===== src/shared/dao_pkg.sv =====
package dao_pkg;
  // register byte offsets
  localparam logic [3:0] DAO_CTRL_OFS = 4'h0;
  localparam logic [3:0] DAO_STAT_OFS = 4'h4;
  localparam logic [3:0] DAO_OFFS_OFS = 4'h8;
  // control register fields
  localparam int DAO_C_BUS = 0;
  localparam int DAO_C_FMT = 1;
  localparam int DAO_C_STANDBY_REQUEST = 2;
  localparam int DAO_C_PD = 3;
  localparam int DAO_C_OC = 4;
  localparam logic [4:0] DAO_CTRL_RST = 5'h01;
  // offset register field position of the second channel
  localparam int DAO_OFS_HI = 16;
  // converter word layout
  localparam int DAO_W = 10;
  localparam logic [9:0] DAO_MID = 10'h200;
  localparam logic signed [9:0] DAO_SMAX = 10'sh1FF;
  localparam logic signed [9:0] DAO_SMIN = -10'sh200;
  // correction sequence
  localparam logic [5:0] DAO_CORR_LAST = 6'h21;
  localparam logic [5:0] DAO_CORR_SKIP = 6'h02;
  localparam int DAO_AVG_SHIFT = 5;
  // timing
  localparam int DAO_CLK_PS = 5000;
  localparam int DAO_STANDBY_REQUEST_NS = 800;
  localparam int DAO_STANDBY_REQUEST_CYC = (DAO_STANDBY_REQUEST_NS * 1000) / DAO_CLK_PS;
  localparam int DAO_PD_MS = 1;
  localparam int DAO_PD_CYC = (DAO_PD_MS * 1000000000) / DAO_CLK_PS;
  localparam int DAO_CW = 18;
  // AHB transfer type
  localparam logic [1:0] DAO_NONSEQ = 2'h2;
  // power state, one-hot
  typedef enum logic [2:0] {
    DAO_RUN = 3'h1,
    DAO_SBY = 3'h2,
    DAO_PWD = 3'h4
  } dao_pwr_t;
endpackage

===== src/core/dao_core.sv =====
// Design decisions made here: register access over AHB-Lite and the register offsets.
`timescale 1ns/1ps
// Operation
// - both channels sampled on clock falling edge
// - parallel mode: both buses driven together
// - mux mode: interleave on first, second low
// - correction start rising edge, 34 cycles
// - average 32 conversions, subtract afterwards
// - format bit: offset binary or twos complement
// - format change may corrupt one or two
// - both low runs; standby alone enters standby
// - standby exit valid after 800 ns
// - power-down; recovery under 1 ms
// - power-down wins over standby
// - line zero lsb, line nine msb
// - parallel data valid after rising edge
// - phase flag high: first channel on bus
// - phase flag edges follow channel switches
// - parallel: flag rises on each new pair
// - parallel latency 2.5 cycles
// - mux latency 2.5 first, 3 second
module dao_core
  import dao_pkg::*;
#(
  parameter int STANDBY_REQUEST_CYC = DAO_STANDBY_REQUEST_CYC,
  parameter int PD_CYC = DAO_PD_CYC
) (
  input wire logic hclk,
  input wire logic hresetn,
  input wire logic hsel,
  input wire logic [31:0] haddr,
  input wire logic [1:0] htrans,
  input wire logic hwrite,
  input wire logic [2:0] hsize,
  input wire logic [31:0] hwdata,
  input wire logic hready,
  output logic hreadyout,
  output logic hresp,
  output logic [31:0] hrdata,
  input wire logic [9:0] conv_first_code,
  input wire logic [9:0] conv_second_code,
  output logic [9:0] first_output_bus,
  output logic [9:0] second_output_bus,
  output logic channel_phase_flag
);
  // whole posedge state of the block
  typedef struct packed {
    logic [4:0] ctrl;          // bus, format, standby, power-down, correction start
    logic oc_prev;             // last correction start level, for edge detect
    dao_pwr_t pwr;             // power state
    logic [DAO_CW-1:0] rec;    // recovery countdown
    logic busy;                // correction running
    logic [5:0] ccnt;          // correction cycle index
    logic signed [15:0] acc1;  // correction sums
    logic signed [15:0] acc2;
    logic signed [9:0] off1;   // stored offsets
    logic signed [9:0] off2;
    logic [9:0] st1a;          // first pipeline stage
    logic [9:0] st1b;
    logic [9:0] st2a;          // corrected and formatted stage
    logic [9:0] st2b;
    logic [9:0] out1;          // first bus, clock high half
    logic [9:0] out2;          // second bus
    logic en;                  // outputs live
    logic wpend;               // write data phase pending
    logic [3:0] waddr;
    logic [31:0] rdata;
  } dao_st_t;

  dao_st_t st_ff, nxt_st;
  logic [9:0] smp1_ff, smp2_ff; // falling edge sample
  logic [9:0] lo_ff;            // first bus word for the clock low half
  logic [31:0] stat_w, offs_w;
  logic signed [9:0] sa, sb, ca, cb;
  logic take;

  // centre offset binary code on zero
  function automatic logic signed [9:0] dao_sgn(input logic [9:0] c);
    dao_sgn = $signed(c ^ DAO_MID);
  endfunction

  // subtract offset with saturation, so a large offset cannot wrap the code
  function automatic logic signed [9:0] dao_sub(input logic signed [9:0] v,
                                                input logic signed [9:0] o);
    logic signed [10:0] d;
    d = 11'(v) - 11'(o);
    if (d > 11'(DAO_SMAX)) begin
      dao_sub = DAO_SMAX;
    end else if (d < 11'(DAO_SMIN)) begin
      dao_sub = DAO_SMIN;
    end else begin
      dao_sub = d[9:0];
    end
  endfunction

  // analog result captured on the falling edge
  always_ff @(negedge hclk or negedge hresetn) begin
    if (!hresetn) begin
      smp1_ff <= 10'h000;
      smp2_ff <= 10'h000;
      lo_ff <= 10'h000;
    end else begin
      smp1_ff <= conv_first_code;
      smp2_ff <= conv_second_code;
      // mux mode shows the second word half a cycle after the first
      lo_ff <= st_ff.ctrl[DAO_C_BUS] ? st_ff.out1 : st_ff.out2;
    end
  end

  assign stat_w = {28'h0000000, st_ff.pwr == DAO_PWD, st_ff.pwr == DAO_SBY, st_ff.busy,
                   st_ff.en};
  assign offs_w = {6'h00, st_ff.off2, 6'h00, st_ff.off1};
  assign take = hsel & hready & (htrans == DAO_NONSEQ);

  // next state
  always_comb begin
    nxt_st = st_ff;
    sa = dao_sgn(st_ff.st1a);
    sb = dao_sgn(st_ff.st1b);
    ca = dao_sub(sa, st_ff.off1);
    cb = dao_sub(sb, st_ff.off2);
    // bus write lands in the data phase
    if (st_ff.wpend && st_ff.waddr == DAO_CTRL_OFS) begin
      nxt_st.ctrl = hwdata[4:0];
    end
    nxt_st.wpend = take & hwrite;
    nxt_st.waddr = haddr[3:0];
    // read data is set up during the address phase so reads need no wait
    if (take && !hwrite) begin
      case (haddr[3:0])
        DAO_CTRL_OFS: nxt_st.rdata = {27'h0, st_ff.ctrl};
        DAO_STAT_OFS: nxt_st.rdata = stat_w;
        DAO_OFFS_OFS: nxt_st.rdata = offs_w;
        default: nxt_st.rdata = 32'h00000000; // unmapped reads zero
      endcase
    end
    // power state, power-down checked first
    if (st_ff.ctrl[DAO_C_PD]) begin
      nxt_st.pwr = DAO_PWD;
      nxt_st.rec = DAO_CW'(PD_CYC);
      nxt_st.en = 1'b0;
    end else if (st_ff.ctrl[DAO_C_STANDBY_REQUEST]) begin
      nxt_st.pwr = DAO_SBY;
      if (st_ff.pwr != DAO_PWD) begin
        nxt_st.rec = DAO_CW'(STANDBY_REQUEST_CYC);
      end
      nxt_st.en = 1'b0;
    end else begin
      nxt_st.pwr = DAO_RUN;
      // outputs stay quiet until the wake-up time runs out
      if (st_ff.rec != '0) begin
        nxt_st.rec = st_ff.rec - 1'b1;
      end
      nxt_st.en = (st_ff.rec == '0);
    end
    // conversion pipeline
    nxt_st.st1a = smp1_ff;
    nxt_st.st1b = smp2_ff;
    // format bit is read each cycle, so a change spoils at most two words
    if (st_ff.ctrl[DAO_C_FMT]) begin
      nxt_st.st2a = ca;
      nxt_st.st2b = cb;
    end else begin
      nxt_st.st2a = ca ^ DAO_MID;
      nxt_st.st2b = cb ^ DAO_MID;
    end
    if (st_ff.en) begin
      nxt_st.out1 = st_ff.st2a;
      nxt_st.out2 = st_ff.st2b;
    end else begin
      nxt_st.out1 = 10'h000;
      nxt_st.out2 = 10'h000;
    end
    // correction sequence
    nxt_st.oc_prev = st_ff.ctrl[DAO_C_OC];
    if (st_ff.ctrl[DAO_C_OC] && !st_ff.oc_prev && !st_ff.busy &&
        st_ff.pwr == DAO_RUN) begin
      nxt_st.busy = 1'b1;
      nxt_st.ccnt = 6'h00;
      nxt_st.acc1 = 16'sh0000;
      nxt_st.acc2 = 16'sh0000;
    end else if (st_ff.busy) begin
      nxt_st.ccnt = st_ff.ccnt + 6'h01;
      // first cycles flush the pipeline; the rest are summed raw
      if (st_ff.ccnt >= DAO_CORR_SKIP) begin
        nxt_st.acc1 = st_ff.acc1 + 16'(sa);
        nxt_st.acc2 = st_ff.acc2 + 16'(sb);
      end
      if (st_ff.ccnt == DAO_CORR_LAST) begin
        nxt_st.busy = 1'b0;
        nxt_st.off1 = 10'((st_ff.acc1 + 16'(sa)) >>> DAO_AVG_SHIFT);
        nxt_st.off2 = 10'((st_ff.acc2 + 16'(sb)) >>> DAO_AVG_SHIFT);
      end
    end
  end

  // single state register
  always_ff @(posedge hclk or negedge hresetn) begin
    if (!hresetn) begin
      st_ff <= '{ctrl: DAO_CTRL_RST, pwr: DAO_RUN, default: '0};
    end else begin
      st_ff <= nxt_st;
    end
  end

  // output drive
  assign hreadyout = 1'b1;
  assign hresp = 1'b0;
  assign hrdata = st_ff.rdata;
  // second bus forced low in mux mode
  assign second_output_bus = st_ff.ctrl[DAO_C_BUS] ? st_ff.out2 : 10'h000;
  // clock high half shows the first word, low half the held word
  assign first_output_bus = hclk ? st_ff.out1 : lo_ff;
  // flag follows the clock: rises with each new word pair or first-channel word
  assign channel_phase_flag = hclk & st_ff.en;
endmodule


===== config.mk =====
export PLATFORM = sky130hd
export DESIGN_NAME = dao_core
export DESIGN_NICKNAME = d
export VERILOG_FILES = /design/src/shared/dao_pkg.sv /design/src/core/dao_core.sv
export SDC_FILE = /design/constraint.sdc
export NUM_CORES = 1
export LEC_CHECK = 0
export BUFFER_PORTS_ARGS = -buffer_cell sky130_fd_sc_hd__buf_2
export CORE_ASPECT_RATIO = 2
export CORE_MARGIN = 8
export CORE_UTILIZATION = 45
export DETAILED_ROUTE_END_ITERATION = 6
export GPL_ROUTABILITY_DRIVEN = 0
export PLACE_DENSITY = 0.8
export SETUP_SLACK_MARGIN = 0.4
export SLEW_MARGIN = 20
export SYNTH_ARGS = -nofsm -noshare
export SYNTH_HDL_FRONTEND = slang
export SYNTH_SLANG_ARGS = --single-unit

===== constraint.sdc =====
create_clock -name hclk -period 2.2 [get_ports hclk]
set_input_delay 0.22 -clock hclk [delete_from_list [all_inputs] [get_ports hclk]]
set_output_delay 0.22 -clock hclk [all_outputs]
set_load 0.05 [all_outputs]

======== After elaboration in Yosys (flattened, before gate mapping) ========
Cells that the tools add are included.
storage, ports and cells
  register bits after elaboration ......... 214
  input bits .............................. 94
  output and inout port bits .............. 55
  logic and storage cells ................. 91
cells by class
  add/subtract/negate cells ............... 6
  order comparisons ....................... 5
  equality and inequality tests ........... 9
  muxes and demuxes ....................... 21
  bitwise logic cells ..................... 9
  reductions and logical operators ........ 18
operator list
  cell                     count
  $mux W20                 4
  $pmux W26 S3             1
  $mux W10                 7
  $mux W59                 1
  $mux W39                 1
  $mux W18                 2
  $add A16 B10 Y16         2
  $mux W32                 1
  $gt A11 B10 Y1 const B   2
  $lt A11 B10 Y1 const B   2
  $sub A10 B10 Y11         2
  $mux W21                 1
  $logic_not A18 Y1        1
  $reduce_bool A18 Y1      1
  $sub A18 B1 Y18 const B  1
  $logic_not A4 Y1         2
  $add A6 B1 Y6 const B    1
  $eq A6 B6 Y1 const B     1
  $ge A6 B2 Y1 const B     1
  $logic_and A1 B1 Y1      5
  $not A1 Y1               5
  $and A1 B1 Y1            4
  $eq A4 B3 Y1 const B     1
  $eq A4 B4 Y1 const B     1
  other kinds (12)         18

======== Depth between registers and ports, before layout ========
Gate-level depths: netlist (run 1).
  word-level depth ........................ 7
  depth in mapped cells ................... 11
  depth with buffers taken out ............ 11

==> results of run 1 <==
[power by group through the flow]
stage / clock (mW) / sequential [mW] / combinational, mW
floorplan: 0.153 / 3.92 / 0.564
global placement: 0.0660 / 3.95 / 0.796
detailed placement: 0.0660 / 3.95 / 0.826
CTS: 3.94 / 3.89 / 0.961
global route: 4.08 / 3.90 / 1.17
finish: 3.86 / 3.90 / 1.08
[routing by layer]
metal,vias up,track usage (%)
li1,3767,-
met1,4167,17.4
met2,251,35.7
met3,125,4.48
met4,0,15.1
met5,-,0
[timing repair]
item	in CTS	in global routing
hold endpoints to repair	35	0
setup endpoints to repair	109	120
hold buffers	12	0
resized for setup	191	83
pin swaps	71	64
buffers inserted	33	24
cloned	2	0
[registers in the layout, indices dropped and copies added, names as in the netlist]
signal and count:
smp1_ff 10, sa 9, nxt_st 1, lo_ff 10, sb 9, smp2_ff 10
st_ff 111, hrdata 20, offs_w 20
[path summary, 6_finish.rpt]
kind	slack (ns)	endpoint
worst max-delay path	-0.45	first_output_bus[8]
worst min-delay path	0.20	sb[2]
worst max register to register	-0.19	lo_ff[8]
worst min register to register	0.44	st_ff[178]
max in group asynchronous	0.64	lo_ff[0]
min in group hclk	0.40	st_ff[181]
[cells by family (layout without fill, tap and decap cells)]
kind of cell    Yosys count  count (layout)  synth area share (%)
xor+xnor                 46              46                  3.98
buf+inv                 111             309                  5.53
compound gates          221             222                  13.5
fa+ha+maj                56              56                  7.23
mux                      42              42                  4.75
other cells               2              14                0.0743
flops                   200             200                  49.5
simple gates            305             305                  15.4
[worst max-delay path, cell delays in order (launching register included)]
cell and delay [ns]:
sky130_fd_sc_hd__dfrtn_1 0.35, sky130_fd_sc_hd__mux2_4 0.28, sky130_fd_sc_hd__buf_6 0.15
[metrics by stage]
| stage | instances | TNS, ns | cell area [um^2] | utilization, % | power, mW |
|---|---|---|---|---|---|
| 3_5_place_dp | 1359 | -2.24 | 11500 | 52.2 | 4.84 |
| 4_1_cts | 1446 | -7.73 | 13400 | 60.7 | 8.79 |
| 2_1_floorplan | 995 | -0.423 | 10600 | - | 4.64 |
| 6_report | 1470 | -8.76 | 14000 | 63.3 | 8.83 |
| 3_3_place_gp | 1359 | -0.743 | 11500 | 52.2 | 4.81 |
| 5_1_grt | 1470 | -12.68 | 14000 | 63.3 | 9.15 |
[Yosys cell counts (14+ instances only)]
master                     instances  share of area [%]
sky130_fd_sc_hd__dfrtp_1         168                 42
sky130_fd_sc_hd__nand2_1          92                3.4
sky130_fd_sc_hd__o21ai_0          81                4.0
sky130_fd_sc_hd__ha_1             52                6.4
sky130_fd_sc_hd__nor2_1           49                1.8
sky130_fd_sc_hd__inv_1            46                1.7
sky130_fd_sc_hd__a21oi_1          42                2.1
sky130_fd_sc_hd__nand3_1          41                2.0
sky130_fd_sc_hd__and2_1           35                2.2
sky130_fd_sc_hd__buf_4            35                2.6
sky130_fd_sc_hd__mux2_2           34                3.8
sky130_fd_sc_hd__dfrtn_1          30                7.4
sky130_fd_sc_hd__xor2_1           24                2.1
sky130_fd_sc_hd__clkbuf_1         23               0.85
sky130_fd_sc_hd__xnor2_1          22                1.9
sky130_fd_sc_hd__nor3_1           21                1.0
sky130_fd_sc_hd__a21o_1           17                1.3
sky130_fd_sc_hd__a31oi_1          14               0.87
[cells in the final DEF, fill, tap and decap left out, types with 37 or more instances in the layout]
cell,count
sky130_fd_sc_hd__o21ai_0,37
sky130_fd_sc_hd__nand2_1,86
sky130_fd_sc_hd__nor2_1,40
sky130_fd_sc_hd__buf_6,49
sky130_fd_sc_hd__o21ai_1,40
sky130_fd_sc_hd__inv_1,39
sky130_fd_sc_hd__buf_2,54
sky130_fd_sc_hd__buf_4,89
sky130_fd_sc_hd__dfrtp_1,163
[layout make-up]
type | instances | area share (%)
Multi-Input combinational cell | 685 | 41.2
Sequential cell | 200 | 35.9
Timing Repair Buffer | 211 | 12.9
Clock buffer | 46 | 5.98
Tap cell | 276 | 2.47
Inverter | 46 | 1.24
Clock inverter | 6 | 0.286
==> summary.md, run 1 <==
The run finished, with violations left. The final reports fail on negative setup slack. Global routing consumed, over all layers together, 19.4% of the routing resources. The detailed router put a total of 9540 um of wire on met1.

Max-cap violations in this run came to 0. Setup repair after global routing could not meet its margin everywhere. The area of all sequential standard cells was 5010 um^2; the clock-pin transition on the worst setup and hold timing paths was 0.06 ns. The worst register-to-register path has a depth of 3.

Mean area per synthesized cell: 10.3 um^2. The tools report the hold violation total from the final report as 0. The area of the die was 27800 um^2. The number of top-level pins came out at 149. Via count of the first global-routing pass: 9013.

The met3 wirelength from detailed routing was 1110 um; the worst slack after detailed placement was -0.174 ns. Input and output buffers added on the ports amount to 76. Entering global routing, the biggest net connects 95 pins.

The initial standard-cell utilization of the core was 45.8%; the data arrival at the endpoint of the critical path was 2.43 ns. After technology mapping, the gate count stands at 983. In this run the power density over the cells is 632 nW/um^2. The least setup slack across all paths after layout was -0.448 ns.

The count of final max-slew check failures is 0, and the width of the die is 122 um. The detail-routed net length per standard cell was 18.9 um; the number of diodes added for antenna fixing was 0. The headroom to the max-slew limit is 55.6%.

Setup violations remaining at the end of the flow were counted as 59. In the routed design, unresolved DRC markers number 0. TritonCTS built the clock tree. The initial antenna violation count is 0, and the area of the multi-input gates is 5760 um^2. Routed signal wires occupy layers up through met4.

The analysis attributes to cell leakage a power of 6.44 nW. The path category of the worst min-delay check is in2async. The tools report the post-synth design cell area as 10100 um^2.

The tools report the overall routed net length as 27700 um. Hold timing on the final database bottoms out at a slack of 0.197 ns. The share of total power dissipated in sequential elements is 44.1%. The tools report the detailed-placement wirelength estimate as 17500 um. Wire segments on met2 add up to 15600 um in the final route. The worst setup path is launched from a flip-flop. The tools report the count of antenna-violating nets left after detailed routing as 0. The worst-case IR drop observed on VDD is 0.750 mV. After floorplanning, the core was sized to cover 22100 um^2. Per report_power, the clock group accounts for 43.7% of the total. Worst clock skew: 0.0170 ns. The type of the setup path with the least slack was reg2out. The tools report the part of the Yosys area used for sequential elements as 49.5%.

The via count of the routed design was 8310; the number of design-rule violations left by the first detailed-router iteration was 621. Counting distinct cell types in the post-synthesis netlist gives 74. For the total grt overflow, the log shows 0. The launching point of the worst reg2reg path was st_ff[179].

The switching power summed over all nets came out at 2.27 mW. Compared with the post-synthesis result, the final layout area differs by 38.2%. The launching instance or port of the critical path is lo_ff[8]. In this run, synthesis inferred 0 flip-flops with an integrated enable. Maximum net fanout on the critical path: 1. For the worst setup path, the data required time is 1.98 ns. STA classifies the critical path endpoint as an output pin. Of the cells placed in the final design, the portion with a size suffix greater than 1 is 39.5%.

The die height is 228 um. Internal power comes to 6.56 mW. For the pin with the worst max-slew slack, the measured transition is 0.664 ns. The share of synthesized registers carrying an async set or reset was 100%.

For the floorplan row count, the log shows 77. For the final-layout fill cell count, the log shows 1512. The first detailed-routing pass took 5 iterations.

The first global-routing pass estimated 42700 um of wire. After the last flow step, the layout net total stands at 1330. The run gives 12.2% as the relative contribution of combinational cells to total power. Most frequently used flop master after synthesis: sky130_fd_sc_hd__dfrtp_1. Net switching is 25.7% of the power. The number of synthesis warnings came out at 0. The post-detailed-route via-to-cell ratio is 5.65, and the source-to-sink clock delay at the later pin of the worst-skew pair is 0.56 ns. In this run, synthesis produced a sequential element count of 200.
Note: power is estimated with default switching activity, not from simulation.
==> run 2, diff against run 1 <==
--- a/config.mk
+++ b/config.mk
@@ -11,7 +11,9 @@
 export CORE_UTILIZATION = 45
 export DETAILED_ROUTE_END_ITERATION = 6
 export GPL_ROUTABILITY_DRIVEN = 0
+export MAX_ROUTING_LAYER = met4
 export PLACE_DENSITY = 0.8
+export RECOVER_POWER = 100
 export SETUP_SLACK_MARGIN = 0.4
 export SLEW_MARGIN = 20
 export SYNTH_ARGS = -nofsm -noshare
==> summary.md, run 2 (synthesized netlist as in run 1, its figures left out) <==
Cell-by-cell listing of the critical path: mux2_4, buf_6 (unchanged). The tools report the worst clock skew as 0.0157 ns (was 0.0170 ns). The tools report the total grt overflow as 0 (unchanged). The most flop-heavy register was st_ff (unchanged). The logs give 9.54% (was 55.6%) for the headroom to the max-slew limit and -0.174 ns (unchanged) for the worst slack after detailed placement. TritonCTS built the clock tree. The run gives 0 (unchanged) as the count of antenna-violating nets left after detailed routing.

The flow ran to the end, but the final reports show violations. The number of top-level pins was 149 (unchanged). The via count of the first global-routing pass was 9008 (was 9013).

The startpoint identified for the worst hold timing path is hwdata[2]. The tools report the launching point of the worst reg2reg path as st_ff[179] (unchanged). The run gives 106 (was 59) as the final number of setup-violating endpoints. Leading cell types in the layout, fill and taps excluded: sky130_fd_sc_hd__dfrtp_1 (164), sky130_fd_sc_hd__nand2_1 (85), sky130_fd_sc_hd__buf_4 (85), sky130_fd_sc_hd__buf_6 (46) (was sky130_fd_sc_hd__dfrtp_1 (163), sky130_fd_sc_hd__buf_4 (89), sky130_fd_sc_hd__nand2_1 (86), sky130_fd_sc_hd__buf_2 (54), sky130_fd_sc_hd__buf_6 (49)). The tools report the launching instance or port of the critical path as lo_ff[8] (unchanged). Failing checks: negative setup slack (unchanged).

The routed metal-1 wirelength was 9440 um (was 9540 um); the stage delay of the slowest cell on the critical path was 0.35 ns (about the same). The source-to-sink clock delay at the later pin of the worst-skew pair is 0.56 ns (about the same). Slowest cell on the critical path: sky130_fd_sc_hd__dfrtn_1 (unchanged). The run gives 27800 um^2 (unchanged) as the area of the die.

The worst supply voltage drop on vdd is 0.751 mV (was 0.750 mV), and the least setup slack across all paths after layout is -0.448 ns (about the same). The run gives 8283 (was 8310) as the via count of the routed design. The tools report the end of the worst hold path as st_ff[181]. The count of unresolved DRC violations after routing is 0 (unchanged), and the actual transition at the worst max-transition pin is 1.36 ns (was 0.664 ns). The run gives 6.29 nW (was 6.44 nW) as the static leakage. Power density of the placed cells: 640 nW/um^2 (was 632 nW/um^2).

The most frequent standard cell in the layout excluding fill and tap cells is sky130_fd_sc_hd__dfrtp_1 (unchanged). The pin count of the biggest net entering global routing was 95 (unchanged). The reg-to-reg critical path endpoint was lo_ff[6] (was lo_ff[8]). The count of TritonRoute iterations in the first routing pass is 5 (unchanged).

The met3 wirelength from detailed routing came out at 1150 um (was 1110 um). The number of flip-flops under the largest register name was 111 (unchanged); the post-detailed-route via-to-cell ratio was 5.63 (was 5.65). The run gives 20.0% (was 19.4%) as the global-route usage over all layers.

The number of diodes added for antenna fixing was 0 (unchanged); the area of the placeable core was 22100 um^2 (unchanged). The overall routed net length was 27700 um (about the same). The quantity of I/O buffers inserted on ports was 76 (unchanged); the final layout net count was 1330 (unchanged). Highest metal layer with signal wires: met4 (unchanged). Setup repair after global routing could not meet its margin everywhere. The critical path data required time was 1.98 ns (about the same). Clock-pin transition on the worst setup and hold timing paths: 0.07 ns (was 0.06 ns).

The width of the die is 122 um (unchanged). The type of the setup path with the least slack is reg2out (unchanged). Sort of element at the start of the critical path: a flip-flop (unchanged). The initial antenna violation count is 0 (unchanged).

The final worst hold slack came out at 0.398 ns (was 0.197 ns). Path category of the worst min-delay check: in2reg (was in2async). The fraction of layout cells with a size suffix above 1 was 36.1% (was 39.5%).

The tools report the length of routed met2 wiring as 15300 um (was 15600 um). Depth of the worst register-to-register path: 3 (unchanged). The detail-routed net length per standard cell is 18.8 um (was 18.9 um). The logs give 17500 um (unchanged) for the detailed-placement wirelength estimate and 588 (was 621) for the number of design-rule violations left by the first detailed-router iteration.

The cell count of the worst hold path was 4. The data arrival at the endpoint of the critical path was 2.43 ns (about the same); the die height was 228 um (unchanged). The logs give 0 (unchanged) for the count of final max-slew check failures and 0 (unchanged) for the number of max-cap violations. Maximum net fanout on the critical path: 1 (unchanged). The critical path capture point type is an output pin (unchanged).

The setup slack of the worst register-to-register path was -0.40 ns (was -0.19 ns); the wire length of the first global-routing pass was 42600 um (was 42700 um). The post-synthesis to final-layout area growth is 36.2% (was 38.2%), and the initial standard-cell utilization of the core is 45.8% (unchanged). The hold violation total from the final report is 0 (unchanged), and the floorplan row count is 77 (unchanged).
## run 2: changes by cell type in the layout (fill, tap and decap cells not counted), moves of 3 or more
cell / change
sky130_fd_sc_hd__and2_0: +15
sky130_fd_sc_hd__buf_6: -3
sky130_fd_sc_hd__buf_4: -4
sky130_fd_sc_hd__and2_1: -15
sky130_fd_sc_hd__clkbuf_1: +28
sky130_fd_sc_hd__buf_2: -24
sky130_fd_sc_hd__clkbuf_2: +6
## run 2: through the flow
stage                     total power [mW]  instance area [um^2]  utilization, %  std cells  TNS [ns]
final                                 8.81                 13800            62.4       1470    -15.53
after global routing                  9.13                 13800            62.4       1470    -49.26
after CTS                             8.79                 13400            60.7       1446     -7.73
after detailed placement              4.84                 11500            52.2       1359     -2.24
after global placement                4.81                 11500            52.2       1359    -0.743
after floorplan                       4.64                 10600               -        995    -0.423
## run 2: worst max-delay path: cells and delay by family (launching register included)
kind	cells	cell delay [ns]
buffers and inverters	1	0.15
multiplexers	1	0.28
flip-flops	1	0.35
## run 2: how the worst max path moves through the flow
stage,endpoint,slack [ns],cells past startpoint
2_1_floorplan,lo_ff[0],-0.05,2
3_3_place_gp,st_ff[71],-0.13,10
6_report,first_output_bus[8],-0.45,2
3_5_place_dp,st_ff[71],-0.17,10
5_1_grt,first_output_bus[8],-0.49,2
4_1_cts,first_output_bus[8],-0.48,2
## run 2: power by group
group / internal [mW] / total (mW) / leakage (nW) / switching (mW)
combinational: 0.454 / 1.06 / 3.17 / 0.607
sequential: 3.80 / 3.89 / 2.61 / 0.0898
clock: 2.29 / 3.86 / 0.521 / 1.57
## run 2: metal layers
metal	vias to the layer above	global-route usage, %
li1	3762	-
met1	4110	17.5
met2	273	35.6
met3	138	4.45
met4	0	15.1
met5	-	-
## run 2: final cells by class
type / count / area [um^2]
multi-input cells: 685 / 5690
fillers: 1578 / 8290
repair buffers: 211 / 1680
flip-flops and latches: 200 / 5010
clock inverters: 6 / 40.0
clock buffers: 46 / 828
well taps: 276 / 345
inverters: 46 / 173
## run 2: what timing repair did
action,4_1_cts,5_1_grt
hold endpoints to repair,35,0
setup endpoints to repair,109,120
resized for setup,191,87
hold buffers,12,0
buffers inserted,33,24
pin swaps,71,64
gates cloned,2,0
==> run 3, diff against run 2 <==
--- a/config.mk
+++ b/config.mk
@@ -6,13 +6,15 @@
 export NUM_CORES = 1
 export LEC_CHECK = 0
 export BUFFER_PORTS_ARGS = -buffer_cell sky130_fd_sc_hd__buf_2
+export CELL_PAD_IN_SITES_DETAIL_PLACEMENT = 0
+export CELL_PAD_IN_SITES_GLOBAL_PLACEMENT = 1
 export CORE_ASPECT_RATIO = 2
 export CORE_MARGIN = 8
-export CORE_UTILIZATION = 45
+export CORE_UTILIZATION = 41
 export DETAILED_ROUTE_END_ITERATION = 6
 export GPL_ROUTABILITY_DRIVEN = 0
 export MAX_ROUTING_LAYER = met4
-export PLACE_DENSITY = 0.8
+export PLACE_DENSITY = 0.89
 export RECOVER_POWER = 100
 export SETUP_SLACK_MARGIN = 0.4
 export SLEW_MARGIN = 20
==> summary.md, run 3 (synthesized netlist as in run 1, its figures left out) <==
The count of antenna-violating nets left after detailed routing came out at 0 (unchanged). The static leakage is 6.33 nW (was 6.29 nW), and the switching share of power is 25.8% (about the same). The stage delay of the slowest cell on the critical path came out at 0.36 ns (was 0.35 ns).

The number of non-filler instances in the completed layout came out at 1483 (was 1470). The pin count of the biggest net entering global routing was 83 (was 95); the number of top-level pins was 149 (unchanged). The total power of the final layout was 9.02 mW (was 8.81 mW). Quantity of I/O buffers inserted on ports: 76 (unchanged). Width of the die: 127 um (was 122 um). Leading cell types in the layout, fill and taps excluded: sky130_fd_sc_hd__dfrtp_1 (160), sky130_fd_sc_hd__nand2_1 (88), sky130_fd_sc_hd__buf_4 (81), sky130_fd_sc_hd__buf_6 (49) (was sky130_fd_sc_hd__dfrtp_1 (164), sky130_fd_sc_hd__nand2_1 (85), sky130_fd_sc_hd__buf_4 (85), sky130_fd_sc_hd__buf_6 (46)). The number of design-rule violations left by the first detailed-router iteration was 478 (was 588); the number of flip-flops under the largest register name was 111 (unchanged). The total grt overflow came out at 0 (unchanged). The run gives 1.98 ns (about the same) as the critical path data required time. The detail-routed net length per standard cell was 17.5 um (was 18.8 um).

The type of the setup path with the least slack was reg2out (unchanged). The most frequent standard cell in the layout excluding fill and tap cells is sky130_fd_sc_hd__dfrtp_1 (unchanged). The source-to-sink clock delay at the later pin of the worst-skew pair is 0.56 ns (about the same). Count of unresolved DRC violations after routing: 0 (unchanged).

The run gives 17300 um (was 17500 um) as the detailed-placement wirelength estimate. The clock-pin transition on the worst setup and hold timing paths is 0.07 ns (about the same), and the via count of the routed design is 7930 (was 8283). Relative contribution of combinational cells to total power: 11.8% (was 12.0%). The post-synthesis to final-layout area growth was 38.2% (was 36.2%); the overall routed net length was 25900 um (was 27700 um). The hold violation total from the final report was 0 (unchanged); the fraction of layout cells with a size suffix above 1 was 37.8% (was 36.1%). Failing checks: negative setup slack (unchanged).

The die height works out to 238 um (was 228 um). The headroom to the max-slew limit was 24.6% (was 9.54%). The buffers plus inverters on the worst setup path is 1 (unchanged), and the switching power summed over all nets is 2.33 mW (was 2.27 mW). The floorplan row count is 81 (was 77). The run gives 30300 um^2 (was 27800 um^2) as the area of the die. Post-detailed-route via-to-cell ratio: 5.35 (was 5.63). The critical path capture point type is an output pin (unchanged).

The final number of setup-violating endpoints was 39 (was 106); the via count of the first global-routing pass was 8395 (was 9008). The tools report the total instance count after detailed placement as 1371 (was 1359). Setup repair after global routing could not meet its margin everywhere. The count of TritonRoute iterations in the first routing pass came out at 4 (was 5). Path category of the worst min-delay check: in2async (was in2reg). The global-route usage over all layers is 17.5% (was 20.0%), and the worst clock skew is 0.0148 ns (was 0.0157 ns). The number of diodes added for antenna fixing was 0 (unchanged). TritonCTS built the clock tree. The count of final max-slew check failures was 0 (unchanged); the data arrival at the endpoint of the critical path was 2.44 ns (was 2.43 ns).

Final layout net count: 1329 (was 1330). The run gives 43.1% (was 44.2%) as the relative contribution of sequential cells to total power. For the initial standard-cell utilization of the core, the log shows 41.6% (was 45.8%). Cell-by-cell listing of the critical path: mux2_4, buf_6 (unchanged).

The maximum net fanout on the critical path works out to 1 (unchanged). The actual transition at the worst max-transition pin works out to 1.13 ns (was 1.36 ns). Slowest cell on the critical path: sky130_fd_sc_hd__dfrtn_1 (unchanged). The tools report the initial antenna violation count as 0 (unchanged). The flow ran to the end, but the final reports show violations. The sort of element at the start of the critical path is a flip-flop (unchanged).

The logs give 45.1% (was 43.8%) for the clock power share and 40500 um (was 42600 um) for the wire length of the first global-routing pass. The tools report the area of the placeable core as 24300 um^2 (was 22100 um^2). The cell type group with the largest total delay on the critical path is flip-flops (unchanged). The least setup slack across all paths after layout was -0.465 ns (was -0.448 ns). The most flop-heavy register is st_ff (unchanged).

The power density of the placed cells works out to 645 nW/um^2 (was 640 nW/um^2). For the final worst hold slack, the log shows 0.178 ns (was 0.398 ns). The tools report the number of max-cap violations as 0 (unchanged).

The worst supply voltage drop on vdd is 0.558 mV (was 0.751 mV). The cell internal power dissipation is 6.69 mW (was 6.54 mW).
-- run 3: layout make-up --
| cell class | instances | area [um^2] |
|---|---|---|
| Clock buffer | 42 | 821 |
| Clock inverter | 10 | 101 |
| Fill cell | 1957 | 10300 |
| Inverter | 46 | 173 |
| Multi-Input combinational cell | 685 | 5790 |
| Sequential cell | 200 | 5020 |
| Tap cell | 290 | 363 |
| Timing Repair Buffer | 210 | 1710 |
-- run 3: worst paths after layout --
check                                            to        from  depth (start not counted)  slack [ns]
worst min-delay path                          sb[2]     hresetn                          2        0.18
max in group asynchronous                 hrdata[3]     hresetn                          3        0.47
worst max-delay path            first_output_bus[2]    lo_ff[2]                          2       -0.46
min in group hclk                         st_ff[32]    haddr[0]                          2        0.40
worst max register to register           offs_w[23]  st_ff[118]                          9       -0.14
worst min register to register            st_ff[52]   st_ff[72]                          1        0.45
-- run 3: worst register-to-register path, delay by kind of cell, from the launching register on --
kind,cells,cell delay (ns)
adder cells (fa/ha/maj),2,0.55
flip-flops,1,0.42
AND/OR/NAND/NOR,2,0.49
AO/OA/AOI/OAI,5,0.77
-- run 3: per-layer routing --
metal / wire length (um) / share of wire (%) / vias to the layer above / GRT usage, %
li1: - / - / 3785 / -
met1: 9230 / 36 / 3878 / 16.2
met2: 14500 / 56 / 179 / 31.6
met3: 836 / 3.2 / 88 / 3.69
met4: 1290 / 5.0 / 0 / 11.6
met5: 0 / 0 / - / -
-- run 3: power groups by stage --
stage / Sequential, mW / Combinational, mW / Clock [mW]
floorplan: 3.92 / 0.564 / 0.153
global placement: 3.95 / 0.804 / 0.0660
detailed placement: 3.95 / 0.824 / 0.0660
CTS: 3.88 / 0.966 / 4.15
global route: 3.90 / 1.16 / 4.31
finish: 3.89 / 1.06 / 4.07
-- run 3: timing repair --
item | 4_1_cts | 5_1_grt
pin swaps | 69 | 49
hold buffers | 12 | 0
hold endpoints to repair | 34 | 0
cloned | 1 | 1
setup buffers | 30 | 28
setup endpoints to repair | 109 | 118
resized for setup | 182 | 97
-- run 3: stage by stage --
| stage | area (um^2) | setup TNS [ns] | utilization (%) | worst slack [ns] |
|---|---|---|---|---|
| after floorplan | 10600 | -0.423 | - | -0.0459 |
| after global placement | 11500 | -0.641 | 47.3 | -0.0612 |
| after detailed placement | 11500 | -1.43 | 47.3 | -0.144 |
| after CTS | 13400 | -5.65 | 54.9 | -0.453 |
| after global routing | 14000 | -9.60 | 57.5 | -0.480 |
| final | 14000 | -6.28 | 57.5 | -0.465 |
